**src/rtl/nrr_defs.svh**
```systemverilog
`ifndef NRR_DEFS_SVH
`define NRR_DEFS_SVH

// Register offsets (byte addresses)
`define NRR_OFS_CTRL      8'h00
`define NRR_OFS_HAM0      8'h10
`define NRR_OFS_HAM1      8'h14
`define NRR_OFS_HAM2      8'h18
`define NRR_OFS_HAM3      8'h1c
`define NRR_OFS_LOAD      8'h20
`define NRR_OFS_RES1      8'h24
`define NRR_OFS_RES2      8'h28

// Control fields
`define NRR_CTRL_EN_LSB   0
`define NRR_CTRL_MB_BIT   4
`define NRR_CTRL_W16_BIT  8

// Parity result layout
`define NRR_ODD_LSB       16
`define NRR_EVEN_LSB      0
`define NRR_PAR_W         12

// Multi-bit fields
`define NRR_SYM_W         10
`define NRR_VAL_LO_LSB    0
`define NRR_VAL_HI_LSB    16

// Reset values
`define NRR_RST_CTRL      32'h0000_0000
`define NRR_RST_SYM       10'h000
`define NRR_RST_PAR       12'h000

// Field polynomial x^10 + x^3 + 1, feedback bits
`define NRR_GF_POLY       10'h009

`endif

```
**src/rtl/nrr_pkg.sv**
```systemverilog
package nrr_pkg;
	typedef logic [9:0] nrr_sym_t;
	typedef logic [11:0] nrr_par_t;
	typedef enum logic {
		NRR_W8  = 1'b0,
		NRR_W16 = 1'b1
	} nrr_width_t;
endpackage

```
**src/rtl/nrr_parity_acc.sv**
```systemverilog
`timescale 1ns/100ps
`default_nettype none
`include "nrr_defs.svh"

module nrr_parity_acc
	import nrr_pkg::*;
(
	// Clock and reset
	input  wire logic        sys_clk,
	input  wire logic        rst_b,
	// Control
	input  wire logic        clr,
	input  wire nrr_width_t  width,
	// Data beat
	input  wire logic        vld,
	input  wire logic [15:0] data,
	// Accumulated parities
	output var  nrr_par_t    odd_r,
	output var  nrr_par_t    even_r
);

	logic     [8:0] cnt_r;
	nrr_par_t       po;
	nrr_par_t       pe;

	genvar gk;
	generate
		for (gk = 0; gk < `NRR_PAR_W; gk++) begin : g_w
			localparam int R8  = (gk >= 3) ? gk - 3 : 0;
			localparam int R16 = (gk >= 4) ? gk - 4 : 0;
			localparam logic [15:0] MSK = (gk < 4) ? (
				(gk == 0) ? 16'haaaa : (gk == 1) ? 16'hcccc :
				(gk == 2) ? 16'hf0f0 : 16'hff00) : 16'h0000;
			always_comb begin
				if (width == NRR_W8) begin
					if (gk < 3) begin // see RULE_01
						po[gk] = ^(data[7:0] & MSK[7:0]);
						pe[gk] = ^(data[7:0] & ~MSK[7:0]);
					end else begin // see RULE_01
						po[gk] = cnt_r[R8] & (^data[7:0]);
						pe[gk] = ~cnt_r[R8] & (^data[7:0]);
					end
				end else begin
					if (gk < 4) begin // see RULE_02
						po[gk] = ^(data & MSK);
						pe[gk] = ^(data & ~MSK);
					end else begin // see RULE_02
						po[gk] = cnt_r[R16] & (^data);
						pe[gk] = ~cnt_r[R16] & (^data);
					end
				end
			end
		end
	endgenerate

	// Byte or word position in the page
	always_ff @(posedge sys_clk) begin
		if (!rst_b || clr) begin
			cnt_r <= 9'h000;
		end else if (vld) begin
			cnt_r <= cnt_r + 9'h001;
		end
	end

	// Parity accumulation
	always_ff @(posedge sys_clk) begin
		if (!rst_b || clr) begin
			odd_r  <= `NRR_RST_PAR;
			even_r <= `NRR_RST_PAR;
		end else if (vld) begin // see RULE_03
			odd_r  <= odd_r ^ po;
			even_r <= even_r ^ pe;
		end
	end
endmodule // nrr_parity_acc

`default_nettype wire

```
**src/rtl/nrr_regs.sv**
```systemverilog
`timescale 1ns/100ps
`default_nettype none
`include "nrr_defs.svh"

// How it works
// RULE_01 - 8-bit: weights 1-4 column, rest row
// RULE_02 - 16-bit: weights 1-8 column, rest row
// RULE_03 - Parity during transfer; odd high, even low
// RULE_04 - Parity registers read-only, reset zero, gaps zero
// RULE_05 - Four independent parity result registers
// RULE_06 - Load writes feed the syndrome calculation
// RULE_07 - Values one, two in first result register
// RULE_08 - Values three, four in second, reset zero
// RULE_09 - Software reads results after transfer completes

module nrr_regs
	import nrr_pkg::*;
#(
	parameter int NUM_HAM = 4,
	parameter int NUM_SYM = 4
)
(
	// Clock and reset
	input  wire logic        sys_clk,
	input  wire logic        rst_b,
	// Register port
	input  wire logic [7:0]  reg_addr,
	input  wire logic [31:0] reg_wdata,
	input  wire logic        reg_wr,
	input  wire logic        reg_rd,
	output var  logic [31:0] reg_rdata_r,
	// NAND data beats
	input  wire logic        nand_xfer_vld,
	input  wire logic [1:0]  nand_cs_sel,
	input  wire logic [15:0] nand_xfer_data
);

	logic [NUM_HAM-1:0] ham_en_r;
	logic               mb_en_r;
	nrr_width_t         width_r;
	nrr_sym_t           code_load_field_r;
	nrr_sym_t           sym_r [NUM_SYM];
	nrr_par_t           odd_q [NUM_HAM];
	nrr_par_t           even_q [NUM_HAM];
	logic [NUM_HAM-1:0] ham_clr;
	logic [NUM_HAM-1:0] ham_vld;
	logic               wr_ctrl;
	logic               wr_load;
	logic               wr_res1;
	logic               wr_res2;
	logic               mb_clr;
	logic               mb_feed;
	nrr_sym_t           beat_sym;
	logic [31:0]        rd_mux;

	function automatic nrr_sym_t gf_mul_a(input nrr_sym_t v, input int n);
		nrr_sym_t r;
		r = v;
		for (int i = 0; i < n; i++) begin
			r = {r[8:0], 1'b0} ^ (r[9] ? `NRR_GF_POLY : 10'h000);
		end
		return r;
	endfunction

	function automatic logic [31:0] pack_ham(input nrr_par_t o, input nrr_par_t e);
		return {4'h0, o, 4'h0, e};
	endfunction

	function automatic logic [31:0] pack_pair(input nrr_sym_t hi, input nrr_sym_t lo);
		return {6'h00, hi, 6'h00, lo};
	endfunction

	// Write decode
	assign wr_ctrl = reg_wr && (reg_addr == `NRR_OFS_CTRL);
	assign wr_load = reg_wr && (reg_addr == `NRR_OFS_LOAD);
	assign wr_res1 = reg_wr && (reg_addr == `NRR_OFS_RES1);
	assign wr_res2 = reg_wr && (reg_addr == `NRR_OFS_RES2);

	// Control register
	always_ff @(posedge sys_clk) begin
		if (!rst_b) begin
			ham_en_r  <= '0;
			mb_en_r   <= 1'b0;
			width_r   <= NRR_W8;
		end else if (wr_ctrl) begin
			ham_en_r  <= reg_wdata[`NRR_CTRL_EN_LSB +: NUM_HAM];
			mb_en_r   <= reg_wdata[`NRR_CTRL_MB_BIT];
			width_r   <= nrr_width_t'(reg_wdata[`NRR_CTRL_W16_BIT]);
		end
	end

	// Newly enabled units restart from zero
	assign ham_clr = wr_ctrl ? (reg_wdata[`NRR_CTRL_EN_LSB +: NUM_HAM] & ~ham_en_r) : '0;
	assign mb_clr  = wr_ctrl && reg_wdata[`NRR_CTRL_MB_BIT] && !mb_en_r;

	// Hamming parity units
	genvar gi;
	generate
		for (gi = 0; gi < NUM_HAM; gi++) begin : g_ham
			assign ham_vld[gi] = nand_xfer_vld && ham_en_r[gi]
				&& (nand_cs_sel == 2'(gi)); // see RULE_05
			nrr_parity_acc u_acc (
				.sys_clk (sys_clk),
				.rst_b   (rst_b),
				.clr     (ham_clr[gi]),
				.width   (width_r),
				.vld     (ham_vld[gi]),
				.data    (nand_xfer_data),
				.odd_r   (odd_q[gi]),
				.even_r  (even_q[gi])
			);
		end
	endgenerate

	// Multi-bit symbol from a data beat
	assign beat_sym = (width_r == NRR_W16) ? nand_xfer_data[9:0]
		: {2'h0, nand_xfer_data[7:0]};
	assign mb_feed  = nand_xfer_vld && mb_en_r && !wr_load;

	// Load field holds the last stored code word
	always_ff @(posedge sys_clk) begin
		if (!rst_b || mb_clr) begin
			code_load_field_r <= `NRR_RST_SYM;
		end else if (wr_load) begin // see RULE_06
			code_load_field_r <= reg_wdata[`NRR_SYM_W-1:0];
		end
	end

	// Syndrome / code accumulators, one per value
	always_ff @(posedge sys_clk) begin
		if (!rst_b || mb_clr) begin
			for (int j = 0; j < NUM_SYM; j++) begin
				sym_r[j] <= `NRR_RST_SYM;
			end
		end else if (wr_load) begin
			for (int j = 0; j < NUM_SYM; j++) begin // see RULE_06
				sym_r[j] <= gf_mul_a(sym_r[j], j + 1) ^ reg_wdata[`NRR_SYM_W-1:0];
			end
		end else if (wr_res1) begin // see RULE_07
			sym_r[0] <= reg_wdata[`NRR_VAL_LO_LSB +: `NRR_SYM_W];
			sym_r[1] <= reg_wdata[`NRR_VAL_HI_LSB +: `NRR_SYM_W];
		end else if (wr_res2) begin // see RULE_08
			sym_r[2] <= reg_wdata[`NRR_VAL_LO_LSB +: `NRR_SYM_W];
			sym_r[3] <= reg_wdata[`NRR_VAL_HI_LSB +: `NRR_SYM_W];
		end else if (mb_feed) begin
			for (int j = 0; j < NUM_SYM; j++) begin
				sym_r[j] <= gf_mul_a(sym_r[j], j + 1) ^ beat_sym;
			end
		end
	end

	// Read mux
	always_comb begin
		rd_mux = 32'h0000_0000;
		case (reg_addr)
			`NRR_OFS_CTRL: begin
				rd_mux[`NRR_CTRL_EN_LSB +: NUM_HAM] = ham_en_r;
				rd_mux[`NRR_CTRL_MB_BIT]            = mb_en_r;
				rd_mux[`NRR_CTRL_W16_BIT]           = width_r;
			end
			`NRR_OFS_HAM0: rd_mux = pack_ham(odd_q[0], even_q[0]); // see RULE_04
			`NRR_OFS_HAM1: rd_mux = pack_ham(odd_q[1], even_q[1]);
			`NRR_OFS_HAM2: rd_mux = pack_ham(odd_q[2], even_q[2]);
			`NRR_OFS_HAM3: rd_mux = pack_ham(odd_q[3], even_q[3]);
			`NRR_OFS_LOAD: rd_mux = {22'h00_0000, code_load_field_r};
			`NRR_OFS_RES1: rd_mux = pack_pair(sym_r[1], sym_r[0]); // see RULE_07
			`NRR_OFS_RES2: rd_mux = pack_pair(sym_r[3], sym_r[2]); // see RULE_08
			default:       rd_mux = 32'h0000_0000;
		endcase
	end

	// Read data stand one cycle only
	always_ff @(posedge sys_clk) begin
		if (!rst_b) begin
			reg_rdata_r <= 32'h0000_0000;
		end else if (reg_rd) begin
			reg_rdata_r <= rd_mux;
		end else begin
			reg_rdata_r <= 32'h0000_0000;
		end
	end
endmodule // nrr_regs

`default_nettype wire

```
**config.mk**
```make
export PLATFORM = sky130hd
export DESIGN_NAME = nrr_regs
export DESIGN_NICKNAME = d
export VERILOG_FILES = /design/src/rtl/nrr_pkg.sv /design/src/rtl/nrr_parity_acc.sv /design/src/rtl/nrr_regs.sv
export VERILOG_INCLUDE_DIRS = /design/src /design/src/rtl
export SDC_FILE = /design/constraint.sdc
export NUM_CORES = 1
export LEC_CHECK = 0
export BUFFER_PORTS_ARGS = -buffer_cell sky130_fd_sc_hd__buf_2
export CORE_ASPECT_RATIO = 1.2
export CORE_MARGIN = 2
export CORE_UTILIZATION = 61
export DETAILED_ROUTE_END_ITERATION = 10
export GPL_TIMING_DRIVEN = 0
export PLACE_DENSITY = 0.87
export SETUP_SLACK_MARGIN = 0.15
export SLEW_MARGIN = 25
export SYNTH_ARGS = -nofsm -noshare
export SYNTH_HDL_FRONTEND = slang
export SYNTH_SLANG_ARGS = --single-unit
```
**constraint.sdc**
```tcl
create_clock -name sys_clk -period 5.8 [get_ports sys_clk]
set_input_delay 0.58 -clock sys_clk [delete_from_list [all_inputs] [get_ports sys_clk]]
set_output_delay 0.58 -clock sys_clk [all_outputs]
set_load 0.005 [all_outputs]
```
---- Word-level counts from Yosys, hierarchy flattened ----
Memory sizes are Yosys's and may differ from the RTL's.
Cells that the tools add are included.
operators by class
  $add $sub $neg .......................... 4
  muxes and demuxes ....................... 126
  reductions and logical operators ........ 43
  bitwise operators ....................... 212
  eq/ne operators ......................... 10
operator list
  cell                                                                    count
  16-bit XOR reduction                                                    9
  1-bit AND                                                               136
  19-bit case mux with 7 select lines                                     1
  10-bit two-way mux                                                      13
  10-bit by 4-bit XOR with 10-bit output                                  10
  1-bit two-way mux                                                       98
  12-bit XOR                                                              8
  10-bit XOR                                                              8
  8-bit XOR reduction                                                     7
  4-bit two-way mux                                                       11
  5-bit case mux with 8 select lines                                      1
  9-bit by 1-bit adder with 9-bit output (second input constant)          4
  1-bit NOT                                                               36
  8-bit by 5-bit equality test with 1-bit output (second input constant)  4
  8-bit by 6-bit equality test with 1-bit output (second input constant)  3
  3-bit case mux with 7 select lines                                      1
  1-bit logical AND                                                       16
  1-bit OR                                                                12
  8-bit logical NOT                                                       1
  1-bit case mux with 8 select lines                                      1
  1-bit logical OR                                                        5
  4-bit AND                                                               1
  2-bit equality test (second input constant)                             2
  4-bit NOT                                                               1
  4 further kinds                                                         6
storage, ports and cells
  flip-flop bits (word level) ............. 180
  logic and storage cells ................. 413
  memories ................................ 1
  RAM bits ................................ 40
memory list
  memory  words  bits a word  read ports  clocked after Yosys merged registers in  wr ports  line            RTL
  sym_r   4      10           4           0                                        4         nrr_regs.sv:42  nrr_sym_t sym_r [NUM_SYM];

---- Logic depth before layout (Yosys ltp) ----
Gate-level depths: netlist of the first run.
An unclocked memory read counts as a cell.
  depth in word-level cells ............... 13
  depth in mapped cells ................... 9
  gate-level depth less buffers ........... 6

---- Cells and area by module ----
From an unflattened synthesis of the first run, not the netlist that was laid out.
second synthesis, totals
  cell total of the unflattened synthesis .. 1,519
  area, all modules ....................... 13,281.5 um2
modules (own cells, without submodules)
  module          area each (um2)  times used  cells each
  nrr_parity_acc  2,034.5          4           239
  nrr_regs        5,143.7          1           563

---- Worst setup path after synthesis of the first run ----
OpenSTA, ideal clock, no wires.
  kind .................................... input to register
  from .................................... in reg_addr[2]
  to ...................................... mem sym_r[0][0] (netlist name) (enable)
  cell stages on the path ................. 6
  data required time ...................... 5,419 ps
  setup time .............................. 381 ps
  arrival time ............................ 2,123 ps
  setup slack ............................. 3,296 ps
  path through ............................ clkbuf_1 -> nor3_1 -> and3_1 -> clkbuf_1 -> clkbuf_1 -> o211ai_1
RTL lines
  element      line            RTL
  from (decl)  nrr_regs.sv:27  input wire logic [7:0] reg_addr,
  to (decl)    nrr_regs.sv:42

---- Final worst setup path of the first run ----
  from .................................... in reg_addr[5]
  to ...................................... reg g_ham[0].u_acc.odd_r[2]
on the way
  cells in the longest elaborated chain, start to end .. 4
ends and longest elaborated chain
  element               line                  RTL
  8-bit logical NOT     --
  1-bit logical AND     nrr_regs.sv:74        assign wr_ctrl = reg_wr && (reg_addr == `NRR_OFS_CTRL);
  4-bit two-way mux     nrr_regs.sv:93        assign ham_clr = wr_ctrl ? (reg_wdata[`NRR_CTRL_EN_LSB +: NUM_HAM] & ~ham_en_r) : '0;
  1-bit logical OR      nrr_parity_acc.sv:67  if (!rst_b || clr) begin
  to (signal assigned)  nrr_parity_acc.sv:68  odd_r <= `NRR_RST_PAR;
  to (signal assigned)  nrr_parity_acc.sv:71  odd_r <= odd_r ^ po;
  to (decl)             nrr_parity_acc.sv:18  output var nrr_par_t odd_r,
Every way passes these cells.
A chain may end at the register's enable or synchronous reset.

==> results.sh, run 1 <==
export IMPL_cp_arrival_ns=3.42
export IMPL_async_flop_share_pct=0
export IMPL_coreArea_mm2=0.01955
export IMPL_crit_fanout=10
export IMPL_initial_core_util_pct=62.10
export IMPL_endpoint_kind="register"
export IMPL_r2r_slack_ns=3.08
export IMPL_r2r_end="g_ham[1].u_acc.odd_r[0]"
export IMPL_status="finished, final reports clean"
export IMPL_timing_hold_ws_ns=0.3905
export IMPL_cts_resized=0
export IMPL_required_ns=6.20
export IMPL_start_kind="input pin"
export IMPL_final_period_utilization_pct=52.07
export IMPL_clock_skew_ns=0.01228
export IMPL_cts_made_buffers=24
export IMPL_slew_limit_headroom_pct=29.67
export IMPL_p_total_mw=3.542
export IMPL_rr_worst_depth=6
export IMPL_ys_seq_area_share_pct=38.26
export IMPL_syn_area_mm2=0.01214
export IMPL_ys_seq_elements=212
export IMPL_vias=11890
export IMPL_die_area_mm2=0.02105
export IMPL_track_usage_pct=37.97
export IMPL_synth_cells=1398
export IMPL_clkLatencyLatePin_ns=0.53
export IMPL_finalSetupTns_ns=0
export IMPL_min_period_ns=3.020
export IMPL_grt_max_degree=14
export IMPL_irDropWorstVdd_v=0.0002021
export IMPL_wl_um=40970
export IMPL_p_leak_nw=5.286
export IMPL_r2r_start="width_r"
export IMPL_crit_top_cell="buf_2"
export IMPL_final_common_cell="dfxtp_1"
export IMPL_drc=0
export IMPL_crit_slowest_cell="nor4_2"
export IMPL_gp_congestion=1.022
export IMPL_dieWidth_um=132.8
export IMPL_drt_pass1_iter_count=7
export IMPL_cts_sinks=212
export IMPL_worstMarginPinSlew_ns=1.050
export IMPL_yosysWarningCount=0
export IMPL_drv_slew=0
export IMPL_synthFlopType="dfxtp_1"
export IMPL_final_layout_size_suffix_gt1_share_pct=10.52
export IMPL_crit_chain="buf_2 -> nor4_2 -> nand3_1 -> o21ai_1 -> buf_2 -> nor2_1"
export IMPL_rows=56
export IMPL_p_per_area_mw_per_mm2=261.1
export IMPL_stdcell_count=1763
export IMPL_criticalPathCategory="input pin to register"
export IMPL_io_pin_count=95
export IMPL_synth_edf_count=40
export IMPL_max_cap_violations=0
export IMPL_die_y_um=158.5
export IMPL_setup_ws_ns=2.780
export IMPL_drtIter0Drc=1685
export IMPL_min_delay_path_depth=3
export IMPL_clk_pin_slew_worst_paths_ns=0.06
export IMPL_hold_path_end="code_load_field_r[4]"
export IMPL_dp_hpwl_um=29870
export IMPL_hold_viol=0
export IMPL_ant_nets=0
export IMPL_hold_buffers=0
export IMPL_htree_levels=1
export IMPL_min_from="reg_wdata[4]"
export IMPL_placed_cells=1722
export IMPL_nets=1554
export IMPL_wire_per_inst_um=23.24
export IMPL_cts_setup_buffers=0
export IMPL_grt_pass1_vias=11070
export IMPL_io_buffers=55
export IMPL_worstHoldPathType="input pin to register"
export IMPL_layout_common_cells="172 x dfxtp_1, 140 x nand2_1, 92 x nor2_1, 88 x buf_2, 85 x clkbuf_1"
export IMPL_n_antenna_cell=0
export IMPL_tritoncts="built"
export IMPL_area_growth_pct=11.77
export IMPL_antenna_found_initial=1
export IMPL_cts_root_buffer="clkbuf_16"
export IMPL_rsz0062_at_grt="no"
export IMPL_max_freq_ghz=0.3311
export IMPL_syn_area_per_cell_um2=8.684
export IMPL_final_setup_viol_count=0
export IMPL_synth_cell_types=69
export IMPL_cpPeakStageDelay_ns=0.90
export IMPL_grt_pass1_wl_um=61930
export IMPL_ctsLongestPathBuffers=3
export IMPL_place_ws_ns=2.454
export IMPL_grt_overflow_total=0
export IMPL_avgViaCountPerCell=6.742
==> layer usage <==
metal	up-vias	wire length [um]	part of all wire, %	global-route usage (%)
li1	5210	-	-	-
met1	5467	13990	34	44.11
met2	960	18170	44	62.10
met3	250	4976	12	7.354
met4	0	3828	9.3	29.60
met5	-	0	0	0
==> state kept, by name, summed over array words and instances, names as in the netlist <==
signal	cells
reg_rdata_r	24
g_ham.u_acc.cnt_r	36
ham_en_r	4
g_ham.u_acc.even_r	48
g_ham.u_acc.odd_r	48
code_load_field_r	10
sym_r	40
mb_en_r	1
width_r	1
==> where the power goes <==
group | total, mW | internal (mW) | switching (mW)
combinational | 0.474 | 0.118 | 0.356
clock | 1.54 | 0.924 | 0.616
sequential | 1.53 | 1.51 | 0.0180
total | 3.54 | 2.55 | 0.990
==> Yosys cell counts (5+ instances only) <==
master     instances  area (um2)
a21oi_1           52       260.3
a221oi_1           6       52.55
a222oi_1           9       90.09
a22o_1            14       122.6
a22oi_1           79       593.1
a2bb2oi_1         28       245.2
a31oi_1           23       143.9
a32oi_1            5       43.79
and3_1            40       250.2
buf_2             32       160.2
buf_4              8       60.06
clkbuf_1          80       300.3
dfxtp_1          172        3443
edfxtp_1          40        1201
inv_1             17       63.81
mux2i_1           77       770.7
nand2_1          140       525.5
nand2b_1          70       437.9
nand3_1           36       180.2
nand4_1           11       68.82
nor2_1            92       345.3
nor3_1            69       345.3
o21ai_0           34       170.2
o21ai_1            6       30.03
o22ai_1           30       187.7
o311ai_1           6       52.55
or3_1              8       50.05
xnor2_1           82       718.2
xor2_1            49       429.2
==> logic make-up (layout without fill, tap and decap cells) <==
kind of cell	after synthesis	in the layout	share of synthesized area, %
other	1	8	0.03089
buffers and inverters	143	240	5.009
AND/OR/NAND/NOR	496	496	20.36
XOR/XNOR	139	139	10.71
multiplexers	78	78	6.441
adder cells (fa/ha/maj)	4	4	0.4123
AO/OA/AOI/OAI	325	325	18.78
flip-flops	212	212	38.26
==> cell type report <==
cell class	count	area (um2)
Sequential cell	212	4644
Inverter	18	67.56
Clock inverter	2	36.28
Buffer	125	540.5
Timing Repair Buffer	56	280.3
Fill cell	1489	5979
Tap cell	261	326.6
Clock buffer	39	753.2
Multi-Input combinational cell	1050	6920
==> worst max path at each step <==
| stage | to | start |
|---|---|---|
| final | g_ham[0].u_acc.odd_r[2] | reg_addr[5] |
| after global routing | g_ham[0].u_acc.even_r[2] | reg_addr[5] |
| after CTS | g_ham[1].u_acc.cnt_r[0] | reg_addr[5] |
| after detailed placement | g_ham[0].u_acc.even_r[3] | reg_addr[5] |
| after global placement | sym_r[0][0] | reg_addr[5] |
| after floorplan | sym_r[0][0] | reg_addr[2] |
==> worst max-delay path, delay by kind of cell <==
family                 cells  cell delay, ns
buffers and inverters      2            0.61
AO/OA/AOI/OAI              1            0.75
AND/OR/NAND/NOR            3            1.46
==> metrics by stage <==
stage                     cell area (um2)  util, %
after global routing                13570    69.41
after floorplan                     12170        -
final                               13570    69.41
after CTS                           13560    69.38
after detailed placement            12770    65.34
after global placement              12770    65.32
(Power assumes the default switching activity.)
==> inputs of run 2 (changes only) <==
ABC_AREA = 1   (was default)
PLACE_DENSITY = 0.86   (was 0.87)
clock period = 2.9 ns   (was 5.8 ns; I/O delays follow)
==> run 2 against run 1 <==
Against the previous run: setup slack got worse by 2.2 ns; utilization fell by 0.97 points; clock skew rose by 0.015 ns; critical path depth did not move; non-clock buffer count fell by 16; count of clock-buffer cells in the layout fell by 4; power rose by 100%; first-iteration DRC count fell by 18%; die area rose by 9.4%; design area rose by 8.7%; area after synthesis rose by 9.7%.
==> results.sh, run 2 <==
export IMPL_crit_start="width_r"
export IMPL_finalSetupTns_ns=0
export IMPL_reg_top3="g_ham.u_acc.even_r: 48 flops, g_ham.u_acc.odd_r: 48 flops, sym_r: 40 flops"
export IMPL_cts_sinks=212
export IMPL_syn_area_mm2=0.01332
export IMPL_r2r_start="width_r"
export IMPL_die_y_um=165.8
export IMPL_clock_skew_ns=0.02759
export IMPL_required_ns=3.28
export IMPL_drtIter0Drc=1385
export IMPL_die_area_mm2=0.02303
export IMPL_final_common_cell="nand2_1"
export IMPL_cp_arrival_ns=2.71
export IMPL_irDropWorstVdd_v=0.0006395
export IMPL_rr_worst_depth=6
export IMPL_slew_limit_headroom_pct=38.72
export IMPL_ys_seq_elements=212
export IMPL_max_cap_violations=0
export IMPL_wire_per_inst_um=19.11
export IMPL_timing_hold_ws_ns=0.1779
export IMPL_crit_buf_inv=3
export IMPL_crit_family="buffers and inverters"
export IMPL_async_flop_share_pct=0
export IMPL_crit_top_cell="clkbuf_1"
export IMPL_gp_congestion=0.9965
export IMPL_yosysWarningCount=0
export IMPL_final_layout_size_suffix_gt1_share_pct=16.49
export IMPL_criticalPathCategory="register to register"
export IMPL_dpl_cell_area_mm2=0.01396
export IMPL_tritoncts="built"
export IMPL_area_growth_pct=10.81
export IMPL_grt_pass1_wl_um=66990
export IMPL_p_leak_nw=6.308
export IMPL_cpPeakStageDelay_ns=0.52
export IMPL_synth_cell_types=50
export IMPL_synthTopCellsByCount="455 x nand2_1, 177 x inv_1, 174 x nor2_1, 172 x dfxtp_1, 128 x a21oi_1"
export IMPL_status="finished, final reports clean"
export IMPL_stdcell_count=2257
export IMPL_io_pin_count=95
export IMPL_max_freq_ghz=0.4292
export IMPL_wl_um=43130
export IMPL_cts_setup_buffers=0
export IMPL_worstHoldPathType="input pin to register"
export IMPL_initial_core_util_pct=61.77
export IMPL_cts_made_buffers=23
export IMPL_synth_edf_count=40
export IMPL_synth_most_common_cell="nand2_1"
export IMPL_hold_buffers=0
export IMPL_vias=13500
export IMPL_ant_nets=0
export IMPL_ys_seq_area_share_pct=34.88
export IMPL_min_from="rst_b"
export IMPL_htree_levels=1
export IMPL_avgViaCountPerCell=5.981
export IMPL_syn_area_per_cell_um2=7.086
export IMPL_final_period_utilization_pct=80.35
export IMPL_start_kind="register"
export IMPL_rows=59
export IMPL_endpoint_kind="register"
export IMPL_final_cell_area_mm2=0.01475
export IMPL_rsz0062_at_grt="no"
export IMPL_clkLatencyLatePin_ns=0.54
export IMPL_grt_overflow_total=0
export IMPL_drv_slew=0
export IMPL_synth_cells=1879
export IMPL_n_antenna_cell=0
export IMPL_min_delay_path_depth=3
export IMPL_setup_ws_ns=0.5698
export IMPL_p_per_area_mw_per_mm2=491.2
export IMPL_cts_resized=0
export IMPL_hold_viol=0
export IMPL_crit_chain="inv_1 -> clkbuf_1 -> clkbuf_1 -> o21ai_0 -> a221oi_1 -> a21oi_1"
export IMPL_grt_pass1_vias=12930
export IMPL_place_ws_ns=0.1636
export IMPL_synth_area_leader_cell="dfxtp_1"
export IMPL_cp_depth=6
export IMPL_synthFlopType="dfxtp_1"
export IMPL_track_usage_pct=36.44
export IMPL_worstMarginPinSlew_ns=0.9096
export IMPL_coreArea_mm2=0.02156
export IMPL_yosys_top_cells_area="dfxtp_1 26%, nand2_1 13%, edfxtp_1 9.0%, inv_1 5.0%, nor2_1 4.9%"
export IMPL_grt_max_degree=15
export IMPL_io_buffers=56
export IMPL_clk_pin_slew_worst_paths_ns=0.06
export IMPL_placed_cells=2216
export IMPL_layout_common_cells="455 x nand2_1, 177 x inv_1, 174 x nor2_1, 172 x dfxtp_1, 128 x a21oi_1"
export IMPL_synth_top_area_share_pct=25.86
export IMPL_drt_pass1_iter_count=8
export IMPL_crit_slowest_cell="clkbuf_1"
export IMPL_antenna_found_initial=2
export IMPL_ctsLongestPathBuffers=3
export IMPL_dp_hpwl_um=31920
export IMPL_dieWidth_um=138.9
export IMPL_final_setup_viol_count=0
export IMPL_min_period_ns=2.330
export IMPL_nets=2034
export IMPL_drc=0
export IMPL_crit_fanout=10
export IMPL_cts_root_buffer="clkbuf_16"
## run 2: stage by stage
step	utilization (%)	total power, mW
global placement	64.78	4.163
detailed placement	64.78	4.189
floorplan	-	3.918
CTS	68.41	7.176
global route	68.45	7.411
finish	68.45	7.247
## run 2: cell families after synthesis
group	share of synthesized area (%)
AOI/OAI and AO/OA	13.03
xor gates and xnor gates	6.662
adders and majority gates	0.3759
buffers and inverters	10.57
DFF	34.88
other	0.02816
and+or+nand+nor	34.45
## run 2: path summary, 6_finish.rpt
path / slack [ns] / end
worst max-delay path: 0.57 / reg_rdata_r[8]
worst min-delay path: 0.18 / width_r
worst max register to register: 0.57 / reg_rdata_r[8]
worst min register to register: 0.47 / code_load_field_r[2]
## run 2: layer usage
metal  vias up  wire, um  part of all wire [%]  GRT usage, %
met5         -        13                 0.030             0
met4         2      3322                   7.7         24.73
met3       217      3824                   8.9         6.459
met2       786     20530                    48         62.56
met1      6224     15440                    36         41.22
li1       6271         -                     -             -
## run 2: worst min-delay path: cells and delay by family
kind / cells / cell delay [ns]
compound gates: 2 / 0.16
buf+inv: 1 / 0.20
## run 2: final cells by class
type,count,area (um2)
Inverter,185,696.9
Buffer,109,710.7
Multi-Input combinational cell,1380,7297
Clock inverter,6,58.81
Tap cell,274,342.8
Fill cell,1837,6802
Clock buffer,35,723.2
Sequential cell,212,4644
Timing Repair Buffer,56,280.3
## run 2: power breakdown
group	switching, mW	internal (mW)
Sequential	0.0230	3.02
Clock	1.28	1.81
Combinational	0.739	0.377
==> inputs of run 3 (changes only) <==
clock period = 2.4 ns   (was 2.9 ns; I/O delays follow)
==> run 3 against run 2 <==
Against the previous run: clock skew up 0.0026 ns; maximum frequency up 11%; global-route usage hardly changed; utilization is 0.058 points higher; sequential share of layout area about the same; non-clock buffer count is the same; count of clock-buffer cells in the layout is the same; via count hardly changed; largest power group unchanged.
==> results.sh, run 3 (synthesized netlist as in run 2, its figures left out) <==
export IMPL_cp_arrival_ns=2.48
export IMPL_clk_pin_slew_worst_paths_ns=0.07
export IMPL_crit_chain="inv_1 -> clkbuf_1 -> clkbuf_2 -> o21ai_0 -> a221oi_1 -> a21oi_1"
export IMPL_area_growth_pct=10.90
export IMPL_irDropWorstVdd_v=0.0007662
export IMPL_tritoncts="built"
export IMPL_r2r_slack_ns=0.30
export IMPL_min_period_ns=2.101
export IMPL_dpl_cell_area_mm2=0.01396
export IMPL_fill_cells=1833
export IMPL_p_int_mw=6.285
export IMPL_endpoint_kind="register"
export IMPL_hold_buffers=0
export IMPL_io_buffers=56
export IMPL_hold_viol=0
export IMPL_final_setup_viol_count=0
export IMPL_final_cell_area_mm2=0.01477
export IMPL_grt_max_degree=15
export IMPL_vias=13490
export IMPL_grt_pass1_vias=12930
export IMPL_max_freq_ghz=0.4759
export IMPL_clock_skew_ns=0.03018
export IMPL_p_per_area_mw_per_mm2=592.4
export IMPL_finalSetupTns_ns=0
export IMPL_p_leak_nw=6.321
export IMPL_nets=2034
export IMPL_wire_per_inst_um=19.09
export IMPL_cts_sinks=212
export IMPL_criticalPathCategory="register to register"
export IMPL_initial_core_util_pct=61.77
export IMPL_clkPwrFrac_pct=42.6
export IMPL_avgViaCountPerCell=5.976
export IMPL_gp_congestion=0.9965
export IMPL_p_comb_share_pct=15.4
export IMPL_p_seq_share_pct=42.0
export IMPL_crit_fanout=10
export IMPL_htree_levels=1
export IMPL_reg_top3="g_ham.u_acc.even_r: 48 flops, g_ham.u_acc.odd_r: 48 flops, sym_r: 40 flops"
export IMPL_power_switching_mw=2.463
export IMPL_n_antenna_cell=0
export IMPL_final_layout_size_suffix_gt1_share_pct=16.69
export IMPL_worstHoldPathType="input pin to register"
export IMPL_swShare_pct=28.16
export IMPL_final_period_utilization_pct=87.55
export IMPL_worstMarginPinSlew_ns=0.9037
export IMPL_wl_um=43080
export IMPL_coreArea_mm2=0.02156
export IMPL_placed_cells=2216
export IMPL_drtIter0Drc=1366
export IMPL_antenna_found_initial=2
export IMPL_cts_root_buffer="clkbuf_16"
export IMPL_layout_common_cells="455 x nand2_1, 177 x inv_1, 174 x nor2_1, 172 x dfxtp_1, 128 x a21oi_1"
export IMPL_dieWidth_um=138.9
export IMPL_ant_nets=0
export IMPL_required_ns=2.78
export IMPL_die_area_mm2=0.02303
export IMPL_drc=0
export IMPL_cts_made_buffers=23
export IMPL_ctsLongestPathBuffers=3
export IMPL_status="finished, final reports clean"
export IMPL_track_usage_pct=36.43
export IMPL_postLayoutCoreUtil_pct=68.50
export IMPL_rows=59
export IMPL_dp_hpwl_um=31920
export IMPL_timing_hold_ws_ns=0.1248
export IMPL_crit_slowest_cell="clkbuf_1"
export IMPL_grt_pass1_wl_um=67030
export IMPL_rsz0062_at_grt="no"
export IMPL_start_kind="register"
export IMPL_stdcell_count=2257
export IMPL_io_pin_count=95
export IMPL_clkLatencyLatePin_ns=0.54
export IMPL_cpPeakStageDelay_ns=0.46
export IMPL_die_y_um=165.8
export IMPL_max_cap_violations=0
export IMPL_drv_slew=0
export IMPL_drt_pass1_iter_count=7
export IMPL_grt_overflow_total=0
export IMPL_final_common_cell="nand2_1"
export IMPL_slew_limit_headroom_pct=39.12
==> run 3: cell count changes in the layout (fill, tap and decap cells not counted) <==
| cell | change |
|---|---|
| nand3_1 | -2 |
| nand3_2 | +2 |
| clkbuf_1 | -2 |
| clkbuf_2 | +2 |
==> run 3: final timing paths <==
kind,startpoint,to,cells after the start
worst max-delay path,width_r,reg_rdata_r[8],6
worst min-delay path,reg_wdata[21],sym_r[3][5],5
worst max register to register,width_r,reg_rdata_r[8],6
worst min register to register,code_load_field_r[2],code_load_field_r[2],2
==> run 3: layout make-up <==
class	instances	area (um2)	area share (%)
clock inverter	6	58.81	0.3982
sequential	212	4644	31.45
tap	274	342.8	2.322
buffer	109	713.2	4.830
clock buffer	35	723.2	4.897
timing repair buffer	56	280.3	1.898
inverter	185	696.9	4.720
multi-input combinational	1380	7307	49.48
==> run 3: critical path, delay by kind of cell (launching register included) <==
family | cells | cell delay [ns]
compound gates | 3 | 0.66
buf+inv | 3 | 0.97
flops | 1 | 0.34
==> run 3: per-stage QoR <==
stage	setup WS [ns]	total power, mW
2_1_floorplan	0.4949	4.734
3_3_place_gp	-0.2796	5.030
3_5_place_dp	-0.2864	5.061
4_1_cts	0.1615	8.672
5_1_grt	0.2081	8.956
6_report	0.2988	8.748
==> run 3: power by group through the flow <==
stage                     combinational, mW  sequential (mW)  clock (mW)
final                                  1.35             3.67        3.72
after global routing                   1.43             3.68        3.85
after CTS                              1.32             3.67        3.68
after detailed placement               1.31             3.75           0
after global placement                 1.28             3.75           0
after floorplan                       0.992             3.74           0
==> run 3: layer usage <==
metal / track usage (%) / part of all wire, % / vias up
met5: 0 / 0.030 / -
met4: 24.73 / 7.7 / 2
met3: 6.546 / 9.3 / 206
met2: 62.60 / 47 / 810
met1: 41.11 / 36 / 6193
li1: - / - / 6276
==> run 3: timing repair <==
item                                    4_1_cts  5_1_grt
endpoints found under the setup margin        1       21
resized for setup                             1        4
buffers inserted                              0        0
